$ cat src/rtl/phase_monitor_pkg.sv
`default_nettype none

package phase_monitor_pkg;

    // ------------------------------------------------------------
    // Clock and timing
    // ------------------------------------------------------------
    localparam int unsigned CLK_HZ = 20000000;
    localparam int unsigned SELECT_TOGGLE_KHZ = 131;
    // Half period of the select toggle, rounded down
    localparam int unsigned SELECT_HALF_CYCLES = CLK_HZ / (SELECT_TOGGLE_KHZ * 1000 * 2);
    localparam int unsigned BLINK_HZ = 1;
    localparam int unsigned BLINK_HALF_CYCLES = CLK_HZ / (BLINK_HZ * 2);
    localparam int unsigned DROPOUT_TIMEOUT_MS = 150;
    localparam int unsigned DROPOUT_TIMEOUT_CYCLES = CLK_HZ / 1000 * DROPOUT_TIMEOUT_MS;

    // ------------------------------------------------------------
    // Amplitude threshold
    // ------------------------------------------------------------
    localparam int unsigned DROPOUT_LEVEL_PERCENT = 20;

    // ------------------------------------------------------------
    // Carriers
    // ------------------------------------------------------------
    localparam int unsigned SAMPLE_WIDTH = 16;
    localparam int unsigned POWER_WIDTH = 2 * SAMPLE_WIDTH + 2;

    typedef struct packed {
        logic signed [SAMPLE_WIDTH-1:0] voltage;
        logic signed [SAMPLE_WIDTH-1:0] current;
        logic [SAMPLE_WIDTH-2:0] amplitude;
        logic zero_cross;
    } phase_in_type;

    typedef struct packed {
        logic [2:0] dropout;
        logic sequence_error;
        logic [2:0] reverse;
    } monitor_status_type;

    typedef enum logic [1:0] {
        SEQ_EXPECT_A,
        SEQ_EXPECT_B,
        SEQ_EXPECT_C
    } seq_state_type;

endpackage

`default_nettype wire

$ cat src/rtl/phase_monitor_led_mux.sv
`default_nettype none

module phase_monitor_led_mux #(
    parameter int unsigned TIMEOUT_CYCLES = phase_monitor_pkg::DROPOUT_TIMEOUT_CYCLES,
    parameter int unsigned BLINK_CYCLES = phase_monitor_pkg::BLINK_HALF_CYCLES,
    parameter int unsigned SELECT_CYCLES = phase_monitor_pkg::SELECT_HALF_CYCLES,
    parameter int unsigned ACC_WIDTH = 48
) (
    // Clock and reset
    input wire logic clk,
    input wire logic sys_rst,
    // Supply monitor
    input wire logic supply_good,
    input wire logic reference_good,
    // Per-phase samples, valid on sample_valid
    input wire logic sample_valid,
    input wire phase_monitor_pkg::phase_in_type phase_a,
    input wire phase_monitor_pkg::phase_in_type phase_b,
    input wire phase_monitor_pkg::phase_in_type phase_c,
    // Indicator pins
    output logic indicator_phase_select,
    output logic phase_a_indicator,
    output logic phase_b_indicator,
    output logic phase_c_indicator,
    // Power and status
    output logic reverse_power_flag,
    output logic signed [ACC_WIDTH-1:0] total_energy,
    output phase_monitor_pkg::monitor_status_type status
);

    localparam int unsigned CW = 32;
    localparam int unsigned PW = phase_monitor_pkg::POWER_WIDTH;
    localparam int unsigned AW = phase_monitor_pkg::SAMPLE_WIDTH - 1;
    localparam logic [AW-1:0] FULL_SCALE = {AW{1'b1}};
    localparam logic [AW-1:0] DROP_LEVEL = AW'((32'(FULL_SCALE) *
        phase_monitor_pkg::DROPOUT_LEVEL_PERCENT) / 100);

    if (TIMEOUT_CYCLES < 2 || BLINK_CYCLES < 1 || SELECT_CYCLES < 1)
    begin : gen_bad_timers
        $error("Timer counts too small");
    end
    if (ACC_WIDTH < PW + 2)
    begin : gen_bad_acc
        $error("Accumulator too narrow");
    end

    // ------------------------------------------------------------
    // Data path reset
    // ------------------------------------------------------------
    // Any bad supply holds everything in its reset state
    logic dp_hold;
    assign dp_hold = !(supply_good && reference_good);

    phase_monitor_pkg::phase_in_type ph [3];
    assign ph[0] = phase_a;
    assign ph[1] = phase_b;
    assign ph[2] = phase_c;

    function automatic logic signed [PW-1:0] phase_power(phase_monitor_pkg::phase_in_type p);
        phase_power = PW'(p.voltage * p.current);
    endfunction

    // ------------------------------------------------------------
    // Per-phase dropout timers and reverse detection
    // ------------------------------------------------------------
    logic [CW-1:0] gap_cnt [3];
    logic [CW-1:0] next_gap_cnt [3];
    logic [CW-1:0] good_cnt [3];
    logic [CW-1:0] next_good_cnt [3];
    logic [2:0] dropout, next_dropout;
    logic [2:0] reverse, next_reverse;
    logic signed [PW-1:0] pwr [3];

    genvar g;
    generate
        for (g = 0; g < 3; g++)
        begin : gen_phase
            assign pwr[g] = phase_power(ph[g]);
            always_comb
            begin
                next_gap_cnt[g] = gap_cnt[g];
                next_good_cnt[g] = good_cnt[g];
                next_dropout[g] = dropout[g];
                next_reverse[g] = reverse[g];
                if (dp_hold)
                begin
                    next_gap_cnt[g] = '0;
                    next_good_cnt[g] = '0;
                    next_dropout[g] = 1'b0;
                    next_reverse[g] = 1'b0;
                end
                else
                begin
                    if (sample_valid && ph[g].zero_cross)
                        next_gap_cnt[g] = '0;
                    else if (gap_cnt[g] < CW'(TIMEOUT_CYCLES))
                        next_gap_cnt[g] = gap_cnt[g] + 1'b1;
                    // Signal is healthy while crossings keep coming and level is high
                    if (gap_cnt[g] >= CW'(TIMEOUT_CYCLES) ||
                        (sample_valid && ph[g].amplitude < DROP_LEVEL))
                        next_good_cnt[g] = '0;
                    else if (good_cnt[g] < CW'(TIMEOUT_CYCLES))
                        next_good_cnt[g] = good_cnt[g] + 1'b1;
                    // Clear needs 150 ms of steady evidence; set needs a 150 ms gap or a single low-amplitude sample
                    if (gap_cnt[g] >= CW'(TIMEOUT_CYCLES))
                        next_dropout[g] = 1'b1;
                    else if (sample_valid && ph[g].amplitude < DROP_LEVEL)
                        next_dropout[g] = 1'b1;
                    else if (good_cnt[g] >= CW'(TIMEOUT_CYCLES))
                        next_dropout[g] = 1'b0;
                    if (sample_valid)
                        next_reverse[g] = pwr[g][PW-1];
                end
            end
            always_ff @(posedge clk or posedge sys_rst)
            begin
                if (sys_rst)
                begin
                    gap_cnt[g] <= '0;
                    good_cnt[g] <= '0;
                    dropout[g] <= 1'b0;
                    reverse[g] <= 1'b0;
                end
                else
                begin
                    gap_cnt[g] <= next_gap_cnt[g];
                    good_cnt[g] <= next_good_cnt[g];
                    dropout[g] <= next_dropout[g];
                    reverse[g] <= next_reverse[g];
                end
            end
        end
    endgenerate

    // ------------------------------------------------------------
    // Sequence tracking
    // ------------------------------------------------------------
    phase_monitor_pkg::seq_state_type seq, next_seq;
    logic seq_fault, next_seq_fault;
    logic [CW-1:0] seq_cnt, next_seq_cnt;
    logic seq_error, next_seq_error;
    logic [2:0] zc;
    assign zc = sample_valid ? {ph[2].zero_cross, ph[1].zero_cross, ph[0].zero_cross} : 3'h0;

    always_comb
    begin
        next_seq = seq;
        next_seq_fault = seq_fault;
        next_seq_cnt = seq_cnt;
        next_seq_error = seq_error;
        if (dp_hold || |dropout)
        begin
            // Order is relearned once all phases are back
            next_seq = phase_monitor_pkg::SEQ_EXPECT_A;
            next_seq_fault = 1'b0;
            next_seq_cnt = '0;
            next_seq_error = 1'b0;
        end
        else
        begin
            if (zc != 3'h0)
            begin
                unique case (seq)
                    phase_monitor_pkg::SEQ_EXPECT_A: next_seq_fault = (zc != 3'h1);
                    phase_monitor_pkg::SEQ_EXPECT_B: next_seq_fault = (zc != 3'h2);
                    phase_monitor_pkg::SEQ_EXPECT_C: next_seq_fault = (zc != 3'h4);
                    default: next_seq_fault = 1'b1;
                endcase
                // Resync to the phase just seen, so a swapped order faults on every crossing
                if (zc[2])
                    next_seq = phase_monitor_pkg::SEQ_EXPECT_A;
                else if (zc[1])
                    next_seq = phase_monitor_pkg::SEQ_EXPECT_C;
                else
                    next_seq = phase_monitor_pkg::SEQ_EXPECT_B;
            end
            // Fault must persist 150 ms before blinking starts
            if (!seq_fault)
                next_seq_cnt = '0;
            else if (seq_cnt < CW'(TIMEOUT_CYCLES))
                next_seq_cnt = seq_cnt + 1'b1;
            if (seq_cnt >= CW'(TIMEOUT_CYCLES))
                next_seq_error = 1'b1;
            else if (!seq_fault)
                next_seq_error = 1'b0;
        end
    end

    always_ff @(posedge clk or posedge sys_rst)
    begin
        if (sys_rst)
        begin
            seq <= phase_monitor_pkg::SEQ_EXPECT_A;
            seq_fault <= 1'b0;
            seq_cnt <= '0;
            seq_error <= 1'b0;
        end
        else
        begin
            seq <= next_seq;
            seq_fault <= next_seq_fault;
            seq_cnt <= next_seq_cnt;
            seq_error <= next_seq_error;
        end
    end

    // ------------------------------------------------------------
    // Energy accumulation
    // ------------------------------------------------------------
    logic signed [ACC_WIDTH-1:0] next_total_energy;
    logic next_reverse_power_flag;
    logic signed [PW+1:0] sum_power;
    assign sum_power = (PW+2)'(pwr[0]) + (PW+2)'(pwr[1]) + (PW+2)'(pwr[2]);

    always_comb
    begin
        next_total_energy = total_energy;
        next_reverse_power_flag = reverse_power_flag;
        if (dp_hold)
        begin
            next_total_energy = '0;
            next_reverse_power_flag = 1'b0;
        end
        else if (sample_valid)
        begin
            // Dropout has no effect here: accumulation never pauses
            next_total_energy = total_energy + ACC_WIDTH'(sum_power);
            next_reverse_power_flag = sum_power[PW+1];
        end
    end

    // ------------------------------------------------------------
    // Select toggle, blink and pin multiplexing
    // ------------------------------------------------------------
    logic [CW-1:0] sel_cnt, next_sel_cnt;
    logic [CW-1:0] blink_cnt, next_blink_cnt;
    logic blink, next_blink;
    logic next_select;
    logic [2:0] pins, next_pins;
    logic [2:0] seq_drop_on;

    always_comb
    begin
        next_sel_cnt = sel_cnt + 1'b1;
        next_select = indicator_phase_select;
        next_blink_cnt = blink_cnt + 1'b1;
        next_blink = blink;
        // Dropout lights steadily, sequence error blinks all three
        seq_drop_on = dropout | {3{seq_error & blink}};
        if (sel_cnt >= CW'(SELECT_CYCLES - 1))
        begin
            next_sel_cnt = '0;
            next_select = !indicator_phase_select;
        end
        if (blink_cnt >= CW'(BLINK_CYCLES - 1))
        begin
            next_blink_cnt = '0;
            next_blink = !blink;
        end
        // Pins follow the select level the line will show next cycle
        if (next_select)
            next_pins = ~seq_drop_on;
        else
            next_pins = reverse;
        if (dp_hold)
        begin
            next_sel_cnt = '0;
            next_select = 1'b0;
            next_blink_cnt = '0;
            next_blink = 1'b0;
            next_pins = 3'h0;
        end
    end

    always_ff @(posedge clk or posedge sys_rst)
    begin
        if (sys_rst)
        begin
            sel_cnt <= '0;
            blink_cnt <= '0;
            blink <= 1'b0;
            indicator_phase_select <= 1'b0;
            pins <= 3'h0;
            total_energy <= '0;
            reverse_power_flag <= 1'b0;
            status <= '0;
        end
        else
        begin
            sel_cnt <= next_sel_cnt;
            blink_cnt <= next_blink_cnt;
            blink <= next_blink;
            indicator_phase_select <= next_select;
            pins <= next_pins;
            total_energy <= next_total_energy;
            reverse_power_flag <= next_reverse_power_flag;
            status <= '{dropout: next_dropout, sequence_error: next_seq_error,
                        reverse: next_reverse};
        end
    end

    assign phase_a_indicator = pins[0];
    assign phase_b_indicator = pins[1];
    assign phase_c_indicator = pins[2];

endmodule

`default_nettype wire

$ cat config.mk
export PLATFORM = sky130hd
export DESIGN_NAME = phase_monitor_led_mux
export DESIGN_NICKNAME = d
export VERILOG_FILES = /design/src/rtl/phase_monitor_pkg.sv /design/src/rtl/phase_monitor_led_mux.sv
export SDC_FILE = /design/constraint.sdc
export NUM_CORES = 2
export LEC_CHECK = 0
export ABC_AREA = 0
export BUFFER_PORTS_ARGS = -buffer_cell sky130_fd_sc_hd__buf_2
export CORE_MARGIN = 8
export CORE_UTILIZATION = 25
export CTS_BUF_LIST = sky130_fd_sc_hd__clkbuf_16
export CTS_CLUSTER_SIZE = 30
export DETAILED_ROUTE_END_ITERATION = 10
export PLACE_DENSITY = 0.35
export SLEW_MARGIN = 20
export SYNTH_ARGS = -nofsm -noshare
export SYNTH_HDL_FRONTEND = slang
export SYNTH_SLANG_ARGS = --single-unit
$ cat constraint.sdc
create_clock -name clk -period 19.8 [get_ports clk]
set_input_delay 3.96 -clock clk [delete_from_list [all_inputs] [get_ports clk]]
set_output_delay 3.96 -clock clk [all_outputs]
set_load 0.02 [all_outputs]
# Word-level counts from Yosys, hierarchy flattened
# Cells that the tools add are included.
# W data, S select, Z words.
[word_totals]
wordCells = 159
inputBits = 149
reg_bits = 358
out_inout_bits = 60
[classes]
n_addsub = 12
order_cmp = 19
n_bitwise = 3
n_mux = 64
n_reduce_logical = 18
n_mul = 3
eq_ne = 15
[op_table]
columns = ["operator", "count"]
rows = [
  ["$mux W32", 25],
  ["$add A32 B1 Y32 const B", 9],
  ["$ge A32 B22 Y1 const B", 7],
  ["$lt A32 B22 Y1 const B", 7],
  ["$mul A16 B16 Y32", 3],
  ["$mux W48", 2],
  ["$add A48 B34 Y48", 1],
  ["$lt A15 B13 Y1 const B", 3],
  ["$add A33 B32 Y34", 1],
  ["$add A32 B32 Y33", 1],
  ["$ge A32 B24 Y1 const B", 1],
  ["$ge A32 B7 Y1 const B", 1],
  ["$mux W1", 29],
  ["$ne A3 B1 Y1 const B", 9],
  ["$mux W3", 3],
  ["$mux W2", 4],
  ["$logic_and A1 B1 Y1", 7],
  ["$logic_or A1 B1 Y1", 4],
  ["$logic_not A1 Y1", 3],
  ["$ne A3 B2 Y1 const B", 1],
  ["$ne A3 B3 Y1 const B", 1],
  ["$not A3 Y3", 1],
  ["$or A3 B3 Y3", 1],
  ["$pmux W1 S3", 1],
  ["other kinds (9)", 9],
]

# Logic depth before layout (Yosys ltp)
[depth]
ltp_word = 6
mapped_depth = 50

# Worst setup path before layout
# Ideal clock, no wire load.
[synth_path]
kind = "input to register"
start = "in phase_c[38] in the netlist's numbering"
end = "reg total_energy[47]"
required_ps = 19723
stages = 46
setup_time_ps = 77
setup_slack_ps = 5417
arrival_ps = 14306
path_cell_list = "clkbuf_1 and2_1 fa_1 inv_1 fa_1 fa_1 fa_1 inv_1 fa_1 inv_1 fa_1 inv_1 ha_1 o2111ai_1 o21ba_2 o41ai_1 a21oi_1 o41ai_2 (+10 left out) a31oi_1 nor2b_1 o21a_1 o41a_1 xor2_1 ha_1 clkbuf_1 a21o_1 a21o_1 a21o_1 a21o_1 a21oi_1 and3_4 o31a_1 o31ai_1 nor3_1 or4_1 a21oi_1"
[synth_via]
elab_chain_len = 5
[synth_rtl]
columns = ["element", "line_no", "rtl"]
rows = [
  ["from (decl)", "phase_monitor_led_mux.sv:19", "input wire phase_monitor_pkg::phase_in_type phase_c,"],
  ["$mul A16 B16 Y32", "phase_monitor_led_mux.sv:60", "phase_power = PW'(p.voltage * p.current);"],
  ["$add A33 B32 Y34", "phase_monitor_led_mux.sv:213", "assign sum_power = (PW+2)'(pwr[0]) + (PW+2)'(pwr[1]) + (PW+2)'(pwr[2]);"],
  ["$add A48 B34 Y48", "phase_monitor_led_mux.sv:227", "next_total_energy = total_energy + ACC_WIDTH'(sum_power);"],
  ["$mux W48", "phase_monitor_led_mux.sv:224", "else if (sample_valid)"],
  ["$mux W48", "phase_monitor_led_mux.sv:219", "if (dp_hold)"],
  ["to (signal assigned)", "phase_monitor_led_mux.sv:295", "total_energy <= next_total_energy;"],
  ["to (decl)", "phase_monitor_led_mux.sv:27", "output logic signed [ACC_WIDTH-1:0] total_energy,"],
]
# No other way between the ends. The select of a mux whose other input is x is not followed.
# A chain may end at the register's enable or synchronous reset.

# Worst setup path in the final report
[layout_path]
start = "in phase_c[33] in the netlist's numbering"
end = "reg total_energy[47]"
# Same word-level chain as after synthesis.

==> run metrics <==
Die Wd 461 µm; sequential share of the synthesized area 17.8%; final setup vio count 0; CTS Buf Count 45; share of cells above drive strength 1 5.71%; Mapped Cells 5,397; Netlist cell types 77; Hold WC Path Type reg2reg; CTS H-Tree Depth 2; Buf/Inv on CP 6; TritonCTS sink count 352; antenna-violating nets left 0; postcts setup bufs 0; actual slew at the worst max-slew pin 0.975 ns; CP Capture Type flop; Syn-to-layout area delta 11.2%; die height 461 µm; Util after Layout 28.0%; status finished clean; Yosys top cell by area fa_1; gpl congestion 0.772; Pre-antenna DRT Iters 7; Placed Instances 8,138; Worst Path Arrival 16.07 ns; clock-pin slew on the worst setup and hold paths 0.06 ns; total track usage 14.0%; maxcap violations 0; Routed Wire Length 146 mm; vias in the first global route 38,700; most frequent cells after synthesis 1,047 x inv_1, 820 x fa_1, 529 x nand2_1, 400 x nor2_1, 374 x and2_1; Setup TNS Final 0 ns; CP peak stage delay 0.76 ns; Synth area leaders fa_1 33%, dfrtp_1 18%, ha_1 8.7%; core area 197,000 µm²; count leader, synth inv_1; Top FF cell, synth dfrtp_1; Tmin final 15.59 ns; CP Launch Type input pin; Avg WL per Cell 17.8 µm; clock root buffer clkbuf_16; synthesis-stage register bit count 352; synthesized cell area 49,500 µm²; Vias/cell 4.30; number of flops mapped to enable cells by yosys 0; worst-path maximum fanout 18; DR vias 35,400; Worst path top cell family by delay compound AO/OA/AOI/OAI gates; Slew Limit Fails 0; async set-reset flop share out of synthesis 100%; RSZ-0062 raised after global routing false; worst rel slew slack 34.8%; final hold vios 0; die area 213,000 µm²; worst skew pair latency 0.58 ns; worst r2r src total_energy[0]; largest net degree at the start of global routing 119; standard-cell row count 163; global-route wire length before repair 235 mm; clk buf depth 3; multi-input logic area 36,300 µm²; drt drc 0; crit path launch phase_c[33]; first-iteration detailed-routing DRC count 1,508; fill count 21,200; fmax 0.0641 GHz; warnings from Yosys 0; slowest cell on the critical path o41ai_1; Initial Utilization 25.1%; register area 8810 µm²; port bufs 208; clock skew 0.0223 ns; initial antenna violation count 7; post-DP HPWL 119 mm; period utilisation layout 78.8%; most frequent CP cell fa_1; Non-Filler Instances 8,224; fin nets 6,859; TritonCTS clock tree done; I/O Pins 209; Avg Cell Area, Syn 9.17 µm²; Worst Path Required 20.27 ns; PostCTS Resize Cnt 0; CP Class in2reg; hold buffers post-CTS 0; Overflow after GRT 0; Hold Startpoint sel_cnt[0]; top-area cell type share of the netlist area 33.2%
[cell families after synthesis]
kind of cell,after synthesis,share of synthesized area (%)
adders and majority gates,1165,41.9
muxes,45,0.912
DFF,352,17.8
and+or+nand+nor,1747,17.2
AOI/OAI and AO/OA,564,7.37
buffers and inverters,1200,9.13
xor gates and xnor gates,323,5.71
other,1,0.00757
[worst reg2reg max path: cells and delay by family, from the launching register on]
family,cells,cell delay (ns)
XOR/XNOR,1,0.16
buffers and inverters,1,0.07
adder cells (fa/ha/maj),2,0.60
multiplexers,1,0.08
flip-flops,1,0.38
AND/OR/NAND/NOR,2,0.30
AO/OA/AOI/OAI,7,2.14
[worst paths after layout]
check	end	slack [ns]	depth (start not counted)
max in group asynchronous	total_energy[39]	14.06	4
worst max-delay path	total_energy[47]	4.21	42
worst max register to register	total_energy[46]	15.99	14
worst min-delay path	sel_cnt[0]	0.46	1
worst min register to register	sel_cnt[0]	0.46	1
min in group asynchronous	good_cnt[84]	3.53	2
[registers in the layout (all words and copies together) (netlist names), 2 cells and up]
register / cells
good_cnt: 96
gap_cnt: 96
pins: 3
sel_cnt: 32
total_energy: 48
seq: 2
status: 5
blink_cnt: 32
seq_cnt: 32
[placed cells by master (no fill, tap or decap), types with 44 or more instances in the layout]
cell	n
a21oi_1	185
xor2_1	166
dfrtp_1	352
clkbuf_16	45
and2_1	373
nand2_1	528
a21o_1	72
buf_2	207
and3_1	87
nand4_1	50
nor3_1	56
nand3_1	97
xnor2_1	157
ha_1	345
nor2_1	400
o21ai_0	91
mux2i_1	44
fa_1	820
inv_1	1050
[stage by stage]
stage / worst slack, ns / area (µm²) / hold slack [ns]
floorplan: 5.42 / 49600 / 0.425
global placement: 3.60 / 53500 / 0.452
global route: 3.51 / 55100 / 0.472
finish: 4.21 / 55100 / 0.459
detailed placement: 3.59 / 53500 / 0.454
CTS: 4.15 / 55100 / 0.463
[routing by layer]
layer  up-vias  share of wire, %  GRT usage (%)
met2       459                46           22.7
met3       134               3.3           1.51
met4         6               2.4           3.03
met1     17700                48           20.1
li1      17100                 -              -
met5         -             0.016              0
[cell type report]
class                      instances  area share (%)
antenna                            2         0.00909
clock buffer                      45            2.04
clock inverter                    39           0.797
inverter                        1049            7.16
multi-input combinational       3877            65.9
sequential                       352            16.0
tap                             2640            6.00
timing repair buffer             220            2.06
Power is left out: the tool's default activity adds up to more than one toggle a clock period on the data nets, which glitch-free logic cannot reach.
